===== src/logic/debug_consts.svh =====
`ifndef DEBUG_SCR_CONSTS_SVH
`define DEBUG_SCR_CONSTS_SVH
`define SCR_OFFSET        8'h00
`define SCR_BIT_PERMIT    7
`define SCR_BIT_HALT      6
`define SCR_BIT_BKPT_EN   5
`define SCR_BIT_FTS       4
`define SCR_BIT_CLKSEL    3
`define SCR_BIT_WS        2
`define SCR_RESET_NORMAL  8'h00
`define SCR_RESET_HALTED  8'hc8
`define SCR_WRITE_MASK    8'hb8
`endif


===== src/logic/debug_pkg.sv =====
package debug_pkg;
  typedef enum logic [1:0] {
    cpu_run   = 2'b00,
    cpu_halt  = 2'b01,
    cpu_sleep = 2'b10
  } cpu_state_e;
endpackage


===== src/logic/breakpoint_match.sv =====
`timescale 1ns/1ns
`default_nettype none
`include "debug_consts.svh"
module breakpoint_match
  import debug_pkg::*;
(
  input  wire logic        sys_clk,
  input  wire logic        resetn,
  input  wire logic        enable,
  input  wire logic        force_sel,
  input  wire logic [15:0] match_addr,
  input  wire logic [15:0] cpu_addr,
  input  wire logic        cpu_addr_valid,
  input  wire logic        cpu_opcode_fetch,
  output logic             force_req,
  output logic             tag_req
);
  logic hit;
  assign hit = enable && cpu_addr_valid && (cpu_addr == match_addr);

  always_ff @(posedge sys_clk or negedge resetn)
  begin
    if (!resetn)
    begin
      force_req <= 1'b0;
      tag_req   <= 1'b0;
    end
    else
    begin
      force_req <= hit && force_sel;
      tag_req   <= hit && !force_sel && cpu_opcode_fetch;
    end
  end
endmodule
`default_nettype wire


===== src/logic/debug_status_control.sv =====
// Function
// - register reached only via serial commands
// - reset in halt: permit, halt, clksel one
// - permit bit gates entry to halt
// - permit holds until normal reset
// - halt flag read-only, set while halted
// - breakpoint disabled ignores select and address
// - force select: match forces halt at boundary
// - tag select: tagged opcode halts at execution
// - clock select: zero alternate, one bus
// - wait/stop flag reports sleeping cpu
// - halt command wakes sleeping cpu into halt
// - wait/stop flag stays after wake-to-halt
`timescale 1ns/1ns
`default_nettype none
`include "debug_consts.svh"
module debug_status_control
  import debug_pkg::*;
(
  input  wire logic        sys_clk,
  input  wire logic        resetn,
  input  wire logic        reset_in_halt,
  input  wire logic        ctrl_write,
  input  wire logic [7:0]  ctrl_wdata,
  output logic [7:0]       status_rdata,
  input  wire logic        halt_cmd,
  input  wire logic [15:0] bkpt_addr,
  input  wire logic [15:0] cpu_addr,
  input  wire logic        cpu_addr_valid,
  input  wire logic        cpu_opcode_fetch,
  input  wire logic        cpu_insn_boundary,
  input  wire logic        cpu_tag_exec,
  input  wire logic        cpu_sleep_enter,
  input  wire logic        cpu_resume,
  output logic             cpu_halt_req,
  output logic             cpu_wake_req,
  output logic             cpu_tag_mark,
  output logic             link_clock_select
);
  logic             debug_permit_q;
  logic             bkpt_en_q;
  logic             fts_q;
  logic             clksel_q;
  logic             ws_q;
  logic             strap_q;
  logic             strap_done_q;
  logic             force_pend_q;
  cpu_state_e       state_q;
  logic             force_req;
  logic             tag_req;
  logic             halt_enter;
  logic             halt_ok;
  logic             halted;
  logic [7:0]       wdata_masked;

  // reset words kept as vectors so single bits can be picked from them
  localparam logic [7:0] scr_reset_normal = `SCR_RESET_NORMAL;
  localparam logic [7:0] scr_reset_halted = `SCR_RESET_HALTED;
  localparam logic [7:0] scr_write_mask   = `SCR_WRITE_MASK;

  // halt decode shared by status read, cpu hold and pending force
  function automatic logic is_halted(input cpu_state_e st);
    return st == cpu_halt;
  endfunction

  // serial halt command counts only once the host permitted halt mode
  function automatic logic halt_permitted(input logic cmd, input logic permit);
    return cmd && permit;
  endfunction

  // status flag positions never taken from a write, whatever the host sends
  function automatic logic [7:0] writable_bits(input logic [7:0] wdata);
    return wdata & scr_write_mask;
  endfunction

  // decoded once here, read by several processes
  assign halted       = is_halted(state_q);
  assign halt_ok      = halt_permitted(halt_cmd, debug_permit_q);
  assign wdata_masked = writable_bits(ctrl_wdata);

  breakpoint_match u_match (
    .sys_clk          (sys_clk),
    .resetn           (resetn),
    .enable           (bkpt_en_q),
    .force_sel        (fts_q),
    .match_addr       (bkpt_addr),
    .cpu_addr         (cpu_addr),
    .cpu_addr_valid   (cpu_addr_valid),
    .cpu_opcode_fetch (cpu_opcode_fetch),
    .force_req        (force_req),
    .tag_req          (tag_req)
  );

  // halt-reset strap caught on first edge after release, not under reset
  always_ff @(posedge sys_clk or negedge resetn)
  begin
    if (!resetn)
    begin
      strap_q      <= 1'b0;
      strap_done_q <= 1'b0;
    end
    else
    begin
      strap_done_q <= 1'b1;
      strap_q      <= !strap_done_q && reset_in_halt;
    end
  end

  // control bits; only the writable mask is taken from the host
  always_ff @(posedge sys_clk or negedge resetn)
  begin
    if (!resetn)
    begin
      debug_permit_q <= scr_reset_normal[`SCR_BIT_PERMIT];
      bkpt_en_q      <= scr_reset_normal[`SCR_BIT_BKPT_EN];
      fts_q          <= scr_reset_normal[`SCR_BIT_FTS];
      clksel_q       <= scr_reset_normal[`SCR_BIT_CLKSEL];
    end
    // strap beats a write in the same cycle; host is not talking yet
    else if (strap_q)
    begin
      debug_permit_q <= scr_reset_halted[`SCR_BIT_PERMIT];
      bkpt_en_q      <= scr_reset_halted[`SCR_BIT_BKPT_EN];
      fts_q          <= scr_reset_halted[`SCR_BIT_FTS];
      clksel_q       <= scr_reset_halted[`SCR_BIT_CLKSEL];
    end
    else if (ctrl_write)
    begin
      debug_permit_q <= debug_permit_q | wdata_masked[`SCR_BIT_PERMIT];
      bkpt_en_q      <= wdata_masked[`SCR_BIT_BKPT_EN];
      fts_q          <= wdata_masked[`SCR_BIT_FTS];
      clksel_q       <= wdata_masked[`SCR_BIT_CLKSEL];
    end
  end

  // force request waits for the instruction boundary
  always_ff @(posedge sys_clk or negedge resetn)
  begin
    if (!resetn)
      force_pend_q <= 1'b0;
    else if (force_req)
      force_pend_q <= 1'b1;
    // a disabled breakpoint also drops a force still waiting for its boundary
    else if (!bkpt_en_q || cpu_insn_boundary || halted)
      force_pend_q <= 1'b0;
  end

  // tagged opcode halts where the cpu reports it, no boundary wait
  assign halt_enter = debug_permit_q &&
    (((force_pend_q || force_req) && cpu_insn_boundary) || cpu_tag_exec);

  // cpu run/halt/sleep tracking; writes never touch this
  always_ff @(posedge sys_clk or negedge resetn)
  begin
    if (!resetn)
    begin
      state_q <= cpu_run;
      ws_q    <= 1'b0;
    end
    else if (strap_q)
    begin
      state_q <= cpu_halt;
      ws_q    <= 1'b0;
    end
    else
    begin
      unique case (state_q)
        cpu_run:
        begin
          if (halt_enter || halt_ok)
            state_q <= cpu_halt;
          else if (cpu_sleep_enter)
          begin
            state_q <= cpu_sleep;
            ws_q    <= 1'b1;
          end
        end
        cpu_sleep:
        begin
          // wait/stop flag kept so the host sees where the halt came from
          if (halt_ok)
            state_q <= cpu_halt;
          else if (cpu_resume)
          begin
            state_q <= cpu_run;
            ws_q    <= 1'b0;
          end
        end
        cpu_halt:
        begin
          if (cpu_resume)
          begin
            state_q <= cpu_run;
            ws_q    <= 1'b0;
          end
        end
        // unused code drops back to run instead of wedging the cpu
        default: state_q <= cpu_run;
      endcase
    end
  end

  // read path is flop outputs plus the halt decode of state_q, no read strobe needed
  always_comb
  begin
    status_rdata = 8'h00;
    status_rdata[`SCR_BIT_PERMIT]  = debug_permit_q;
    status_rdata[`SCR_BIT_HALT]    = halted;
    status_rdata[`SCR_BIT_BKPT_EN] = bkpt_en_q;
    status_rdata[`SCR_BIT_FTS]     = fts_q;
    status_rdata[`SCR_BIT_CLKSEL]  = clksel_q;
    status_rdata[`SCR_BIT_WS]      = ws_q;
  end

  assign cpu_halt_req      = halted;
  assign cpu_wake_req      = (state_q == cpu_sleep) && halt_ok;
  assign cpu_tag_mark      = tag_req && debug_permit_q;
  assign link_clock_select = clksel_q;
endmodule
`default_nettype wire


===== config.mk =====
export PLATFORM = sky130hd
export DESIGN_NAME = debug_status_control
export DESIGN_NICKNAME = d
export VERILOG_FILES = /design/src/logic/debug_pkg.sv /design/src/logic/breakpoint_match.sv /design/src/logic/debug_status_control.sv
export VERILOG_INCLUDE_DIRS = /design/src /design/src/logic
export SDC_FILE = /design/constraint.sdc
export NUM_CORES = 1
export LEC_CHECK = 0
export BUFFER_PORTS_ARGS = -buffer_cell sky130_fd_sc_hd__buf_2
export CAP_MARGIN = 30
export CORE_MARGIN = 2
export CORE_UTILIZATION = 40
export DETAILED_ROUTE_END_ITERATION = 12
export PLACE_DENSITY = 0.78
export SYNTH_ARGS = -nofsm -noshare
export SYNTH_HDL_FRONTEND = slang
export SYNTH_SLANG_ARGS = --single-unit

===== constraint.sdc =====
create_clock -name sys_clk -period 2 [get_ports sys_clk]
set_input_delay 0.2 -clock sys_clk [delete_from_list [all_inputs] [get_ports sys_clk]]
set_output_delay 0.2 -clock sys_clk [all_outputs]
set_load 0.05 [all_outputs]

==> impl_metrics.tcl, run 1 <==
set metrics [dict create \
    synth_top_cell_area_share_pct 33.7 \
    synth_common_cells "16 x xnor2_1, 12 x dfrtp_1, 8 x buf_4" \
    htree_levels 1 \
    ioPinCount 63 \
    drtIter0Drc 5 \
    synth_area_leader_cell "dfrtp_1" \
    post-route-period-util_pct 81.2 \
    syn_inst 93 \
    final_nets 202 \
    clk_pin_slew_ns 0.08 \
    cts_tree "done" \
    grt_overflow 0 \
    fp.dieW_um 51.2 \
    hold_class "in -> reg" \
    fmax_ghz 0.616 \
    rows 17 \
    cp-end-kind "primary output" \
    area_growth_pct 33.8 \
    via_count 838 \
    timing.rr.start "state_q[0]" \
    grt_pass1_vias 787 \
    n_antenna_cell 0 \
    io_buffers 56 \
    p_leak_uw 0.000594 \
    min_from "ctrl_wdata[3]" \
    gp_congestion 0.734 \
    clock-sinks 12 \
    crit_required_ns 1.80 \
    synth-seq-cells 12 \
    clk-insertion-delay-late_ns 0.27 \
    route.detailed.drc 0 \
    synth_edf_count 0 \
    initial_core_util_pct 41.1 \
    setup_ws_ns 0.377 \
    yosysMostFrequentCell "xnor2_1" \
    setup.worst_path.start "state_q[0]" \
    cts_resized 0 \
    cts_buffers 3 \
    grt_usage_pct 15.2 \
    seq_area_frac_synth_pct 33.7 \
    post_cts_buffers 0 \
    hold_violations 0 \
    clock_skew_ns 0.00753 \
    die-height_um 51.2 \
    totalWireLength_um 1950 \
    place_hpwl_um 1680 \
    clk_path_buf_depth 2 \
    fin_hold_ws_ns 0.140 \
    status "finished clean" \
    hold_buffers 1 \
    antenna_found_initial 0 \
    fillers 211 \
    tns_ns 0 \
    wl_per_cell_um 11.2 \
    rsz0062_at_grt "no" \
    dpl_worst_slack_ns 0.402 \
    power_density_nw_per_um2 747 \
    ir_drop_v 0.000312 \
    synth_flop_cell "dfrtp_1" \
    synth.distinct_cells 32 \
    fin_crit_ns 1.62 \
    grt_max_degree 13 \
    first_pass_iters 4 \
    arrival_ns 1.42 \
    yosysWarnings 0 \
    drv_cap 0 \
    p_total_uw 891 \
    async_reset_ff_share_pct 100 \
    setup_violations 0 \
    core_area_um2 2170 \
    cp_max_fo 4 \
    synthTopCellsByArea "dfrtp_1 34%, xnor2_1 16%, buf_4 6.7%" \
    slew_viol_final 0 \
    root_buffer "clkbuf_4" \
    ant_nets 0 \
    synth_area_um2 892 \
    grt_pass1_wl_um 2970 \
    die_area_um2 2620 \
    crit_type "reg -> out" \
    vias_per_cell 4.82 \
    drive_gt1_share_pct 45.2 \
    syn_area_per_cell_um2 9.59 \
    startpoint_type "flop" \
]
[cells by family after synthesis]
kind of cell	count (synthesis)	share of synthesized area, %
xor gates and xnor gates	16	15.7
adders and majority gates	4	5.61
AOI/OAI and AO/OA	15	11.6
buffers and inverters	15	9.68
muxes	3	3.51
and+or+nand+nor	26	19.4
other	2	0.842
DFF	12	33.7
[worst paths after layout]
check / to / slack [ns] / cells past startpoint
setup / recovery: cpu_wake_req / 0.38 / 4
max in group asynchronous: force_pend_q / 1.46 / 2
setup reg to reg: ws_q / 0.38 / 6
hold / removal: link_clock_select / 0.14 / 2
min in group asynchronous: ws_q / 0.33 / 2
hold reg to reg: strap_q / 0.40 / 1
[stage by stage]
step | cells | util (%) | instance area, um2
after global placement | 169 | 52.9 | 1150
after floorplan | 94 | - | 896
after global routing | 174 | 55.0 | 1190
after detailed placement | 169 | 52.9 | 1150
after CTS | 174 | 55.0 | 1190
final | 174 | 55.0 | 1190
[area by class of cell]
type / count / area [um2] / area share (%)
multi-input combinational: 67 / 509 / 42.7
timing repair buffer: 57 / 290 / 24.3
clock buffer: 4 / 36.3 / 3.04
inverter: 6 / 22.5 / 1.89
sequential: 12 / 300 / 25.2
tap: 28 / 35.0 / 2.94
[power breakdown]
group	total (uW)	switching [uW]	internal [uW]
Clock	187	76.3	110
Combinational	410	265	146
Sequential	294	24.9	269
Total	891	366	525
[routing by layer]
metal | vias to the layer above | wire, um | part of all wire, % | global-route usage (%)
met5 | - | 0 | 0 | 0
met3 | 0 | 154 | 7.9 | 1.46
met2 | 41 | 1110 | 57 | 30.5
met1 | 384 | 684 | 35 | 15.2
met4 | 0 | 0 | 0 | 7.89
li1 | 413 | - | - | -
[cell usage in the layout (no fill, tap or decap)]
| master | count |
|---|---|
| nand2_1 | 1 |
| a31oi_1 | 1 |
| ha_1 | 4 |
| nand3_1 | 3 |
| o221ai_1 | 1 |
| nand4_1 | 3 |
| nor4_4 | 1 |
| o21ai_0 | 4 |
| nor2_1 | 5 |
| or2_2 | 2 |
| nand2b_1 | 2 |
| o41ai_1 | 1 |
| or4_4 | 1 |
| clkbuf_8 | 1 |
| nor2b_1 | 3 |
| a21oi_1 | 1 |
| dfrtp_1 | 12 |
| a21boi_0 | 1 |
| nand3b_1 | 1 |
| a211oi_1 | 1 |
| and2_1 | 1 |
| mux2i_1 | 2 |
| and3_1 | 1 |
| inv_1 | 6 |
| a211o_1 | 2 |
| xnor2_1 | 16 |
| nor4bb_1 | 1 |
| mux2_2 | 1 |
| nor3_2 | 1 |
| buf_2 | 56 |
| dlygate4sd3_1 | 1 |
| o211ai_1 | 3 |
| conb_1 | 3 |
| clkbuf_4 | 3 |
[registers in the layout (all words and copies together), names as in the netlist]
name / cells
u_match.force_req: 1
fts_q: 1
u_match.tag_req: 1
debug_permit_q: 1
strap_done_q: 1
strap_q: 1
bkpt_en_q: 1
state_q: 2
link_clock_select: 1
ws_q: 1
force_pend_q: 1
[worst max-delay path, cell delays in order, from the launching register on]
cell and delay, ns:
dfrtp_1 0.42, inv_1 0.12, ha_1 0.21, and3_1 0.16, buf_2 0.25
(Power assumes the default switching activity.)
==> run 2: changes to the inputs <==
==> constraint.sdc (replaced) <==
create_clock -name sys_clk -period 1.6 [get_ports sys_clk]
set_input_delay 0.16 -clock sys_clk [delete_from_list [all_inputs] [get_ports sys_clk]]
set_output_delay 0.16 -clock sys_clk [all_outputs]
set_load 0.05 [all_outputs]
==> impl_metrics.tcl, run 2 (synthesis results as in run 1) <==
set metrics [dict create \
    cp_max_fo 4 \
    clk_pin_slew_ns 0.08 \
    pwr-share-clk_pct 20.0 \
    fillers 220 \
    timing.rr.start "state_q[0]" \
    worstHoldPathCells 2 \
    vias_per_cell 4.80 \
    clk_path_buf_depth 2 \
    seqPwrFrac_pct 31.9 \
    grt_usage_pct 15.6 \
    clock-sinks 12 \
    placed_area_um2 1150 \
    drtIter0Drc 13 \
    first_pass_iters 4 \
    htree_levels 1 \
    crit_type "reg -> reg" \
    route.detailed.drc 0 \
    via_count 845 \
    p_int_uw 683 \
    regToRegSetupSlack_ns 0.03 \
    startpoint_type "flop" \
    slew_viol_final 0 \
    final_area_um2 1220 \
    top_usage_layer "met2" \
    final_cell_mix "55 x buf_2, 16 x xnor2_1, 12 x dfrtp_1" \
    ioPinCount 63 \
    grt_pass1_wl_um 3110 \
    hold_class "in -> reg" \
    area_growth_pct 37.3 \
    place_hpwl_um 1700 \
    final_nets 204 \
    drv_cap 0 \
    cp-end-kind "flop" \
    wl_per_cell_um 11.7 \
    p_switching_uw 470 \
    setup_violations 0 \
    clk-insertion-delay-late_ns 0.26 \
    endpoint "state_q[1]" \
    sw_frac_of_total_pct 40.8 \
    root_buffer "clkbuf_4" \
    top_register "state_q" \
    hold_violations 0 \
    grt_pass1_vias 807 \
    fmax_ghz 0.637 \
    rows 17 \
    seq_area_um2 300 \
    clock_skew_ns 0.00548 \
    n_antenna_cell 0 \
    gp_congestion 0.716 \
    worstReg2RegEnd "state_q[1]" \
    die-height_um 51.2 \
    arrival_ns 1.76 \
    fin_cells 176 \
    die_area_um2 2620 \
    cts_tree "done" \
    crit_required_ns 1.79 \
    initial_core_util_pct 41.1 \
    ir_drop_v 0.000454 \
    io_buffers 56 \
    met3_usage_pct 1.75 \
    status "finished clean" \
    placed_cells 169 \
    grt_overflow 0 \
    setup_ws_ns 0.0304 \
    largest_register_ffs 2 \
    reg2reg_depth 6 \
    gr-usage-met2_pct 31.8 \
    setup.worst_path.start "state_q[0]" \
    grt_max_degree 13 \
    ant_nets 0 \
    p_leak_uw 0.000605 \
    final_common_cell "buf_2" \
    core_area_um2 2170 \
    fp.dieW_um 51.2 \
    post-route-period-util_pct 98.1 \
    met1_usage_pct 15.6 \
    power_density_nw_per_um2 941 \
    dpl_worst_slack_ns 0.0320 \
    fin_crit_ns 1.57 \
    cts_buffers 3 \
    drive_gt1_share_pct 48.0 \
    antenna_found_initial 0 \
    multiInputGateArea_um2 523 \
    totalWireLength_um 2070 \
    comb_power_share_pct 48.0 \
]
-- run 2: power by group through the flow --
stage / Combinational, uW / Sequential (uW) / Clock (uW)
finish: 554 / 368 / 231
global route: 599 / 371 / 247
CTS: 517 / 368 / 237
detailed placement: 514 / 374 / 0
global placement: 498 / 370 / 0
floorplan: 409 / 373 / 0
-- run 2: routing by layer --
metal  wire, um  vias up
li1           -      419
met1        712      381
met2       1180       43
met3        152        2
met4         21        0
met5          0        -
-- run 2: layout make-up --
cell class | count | area share [%]
multi-input combinational | 67 | 42.7
timing repair buffer | 59 | 25.1
sequential | 12 | 24.5
clock buffer | 4 | 2.96
tap | 28 | 2.86
inverter | 6 | 1.84
-- run 2: critical path, stage by stage (launching register included) --
cell      delay, ns
dfrtp_1        0.42
buf_4          0.15
ha_1           0.21
nor2_1         0.21
o211ai_1       0.13
mux2_2         0.28
nor2_1         0.09
-- run 2: how the worst min path moves through the flow --
stage / end / slack, ns / start
finish: link_clock_select / 0.11 / ctrl_wdata[3]
global route: link_clock_select / 0.11 / ctrl_wdata[3]
CTS: link_clock_select / 0.10 / ctrl_wdata[3]
detailed placement: ws_q / 0.05 / resetn
global placement: ws_q / 0.04 / resetn
floorplan: bkpt_en_q / -0.14 / resetn
-- run 2: per-stage QoR --
step	util (%)	total power [uW]	hold WS (ns)	TNS, ns
2_1_floorplan	-	782	-0.136	0
3_3_place_gp	53.0	868	0.0416	0
3_5_place_dp	53.0	887	0.0463	0
4_1_cts	55.2	1120	0.102	0
5_1_grt	56.5	1220	0.105	-0.0705
6_report	56.5	1150	0.105	0
-- run 2: repair_timing --
action / 4_1_cts / 5_1_grt
hold buffers: 1 / 0
buffers inserted: 0 / 2
endpoints found under the setup margin: 1 / 3
endpoints found under the hold margin: 12 / 0
gates resized for setup: 1 / 3
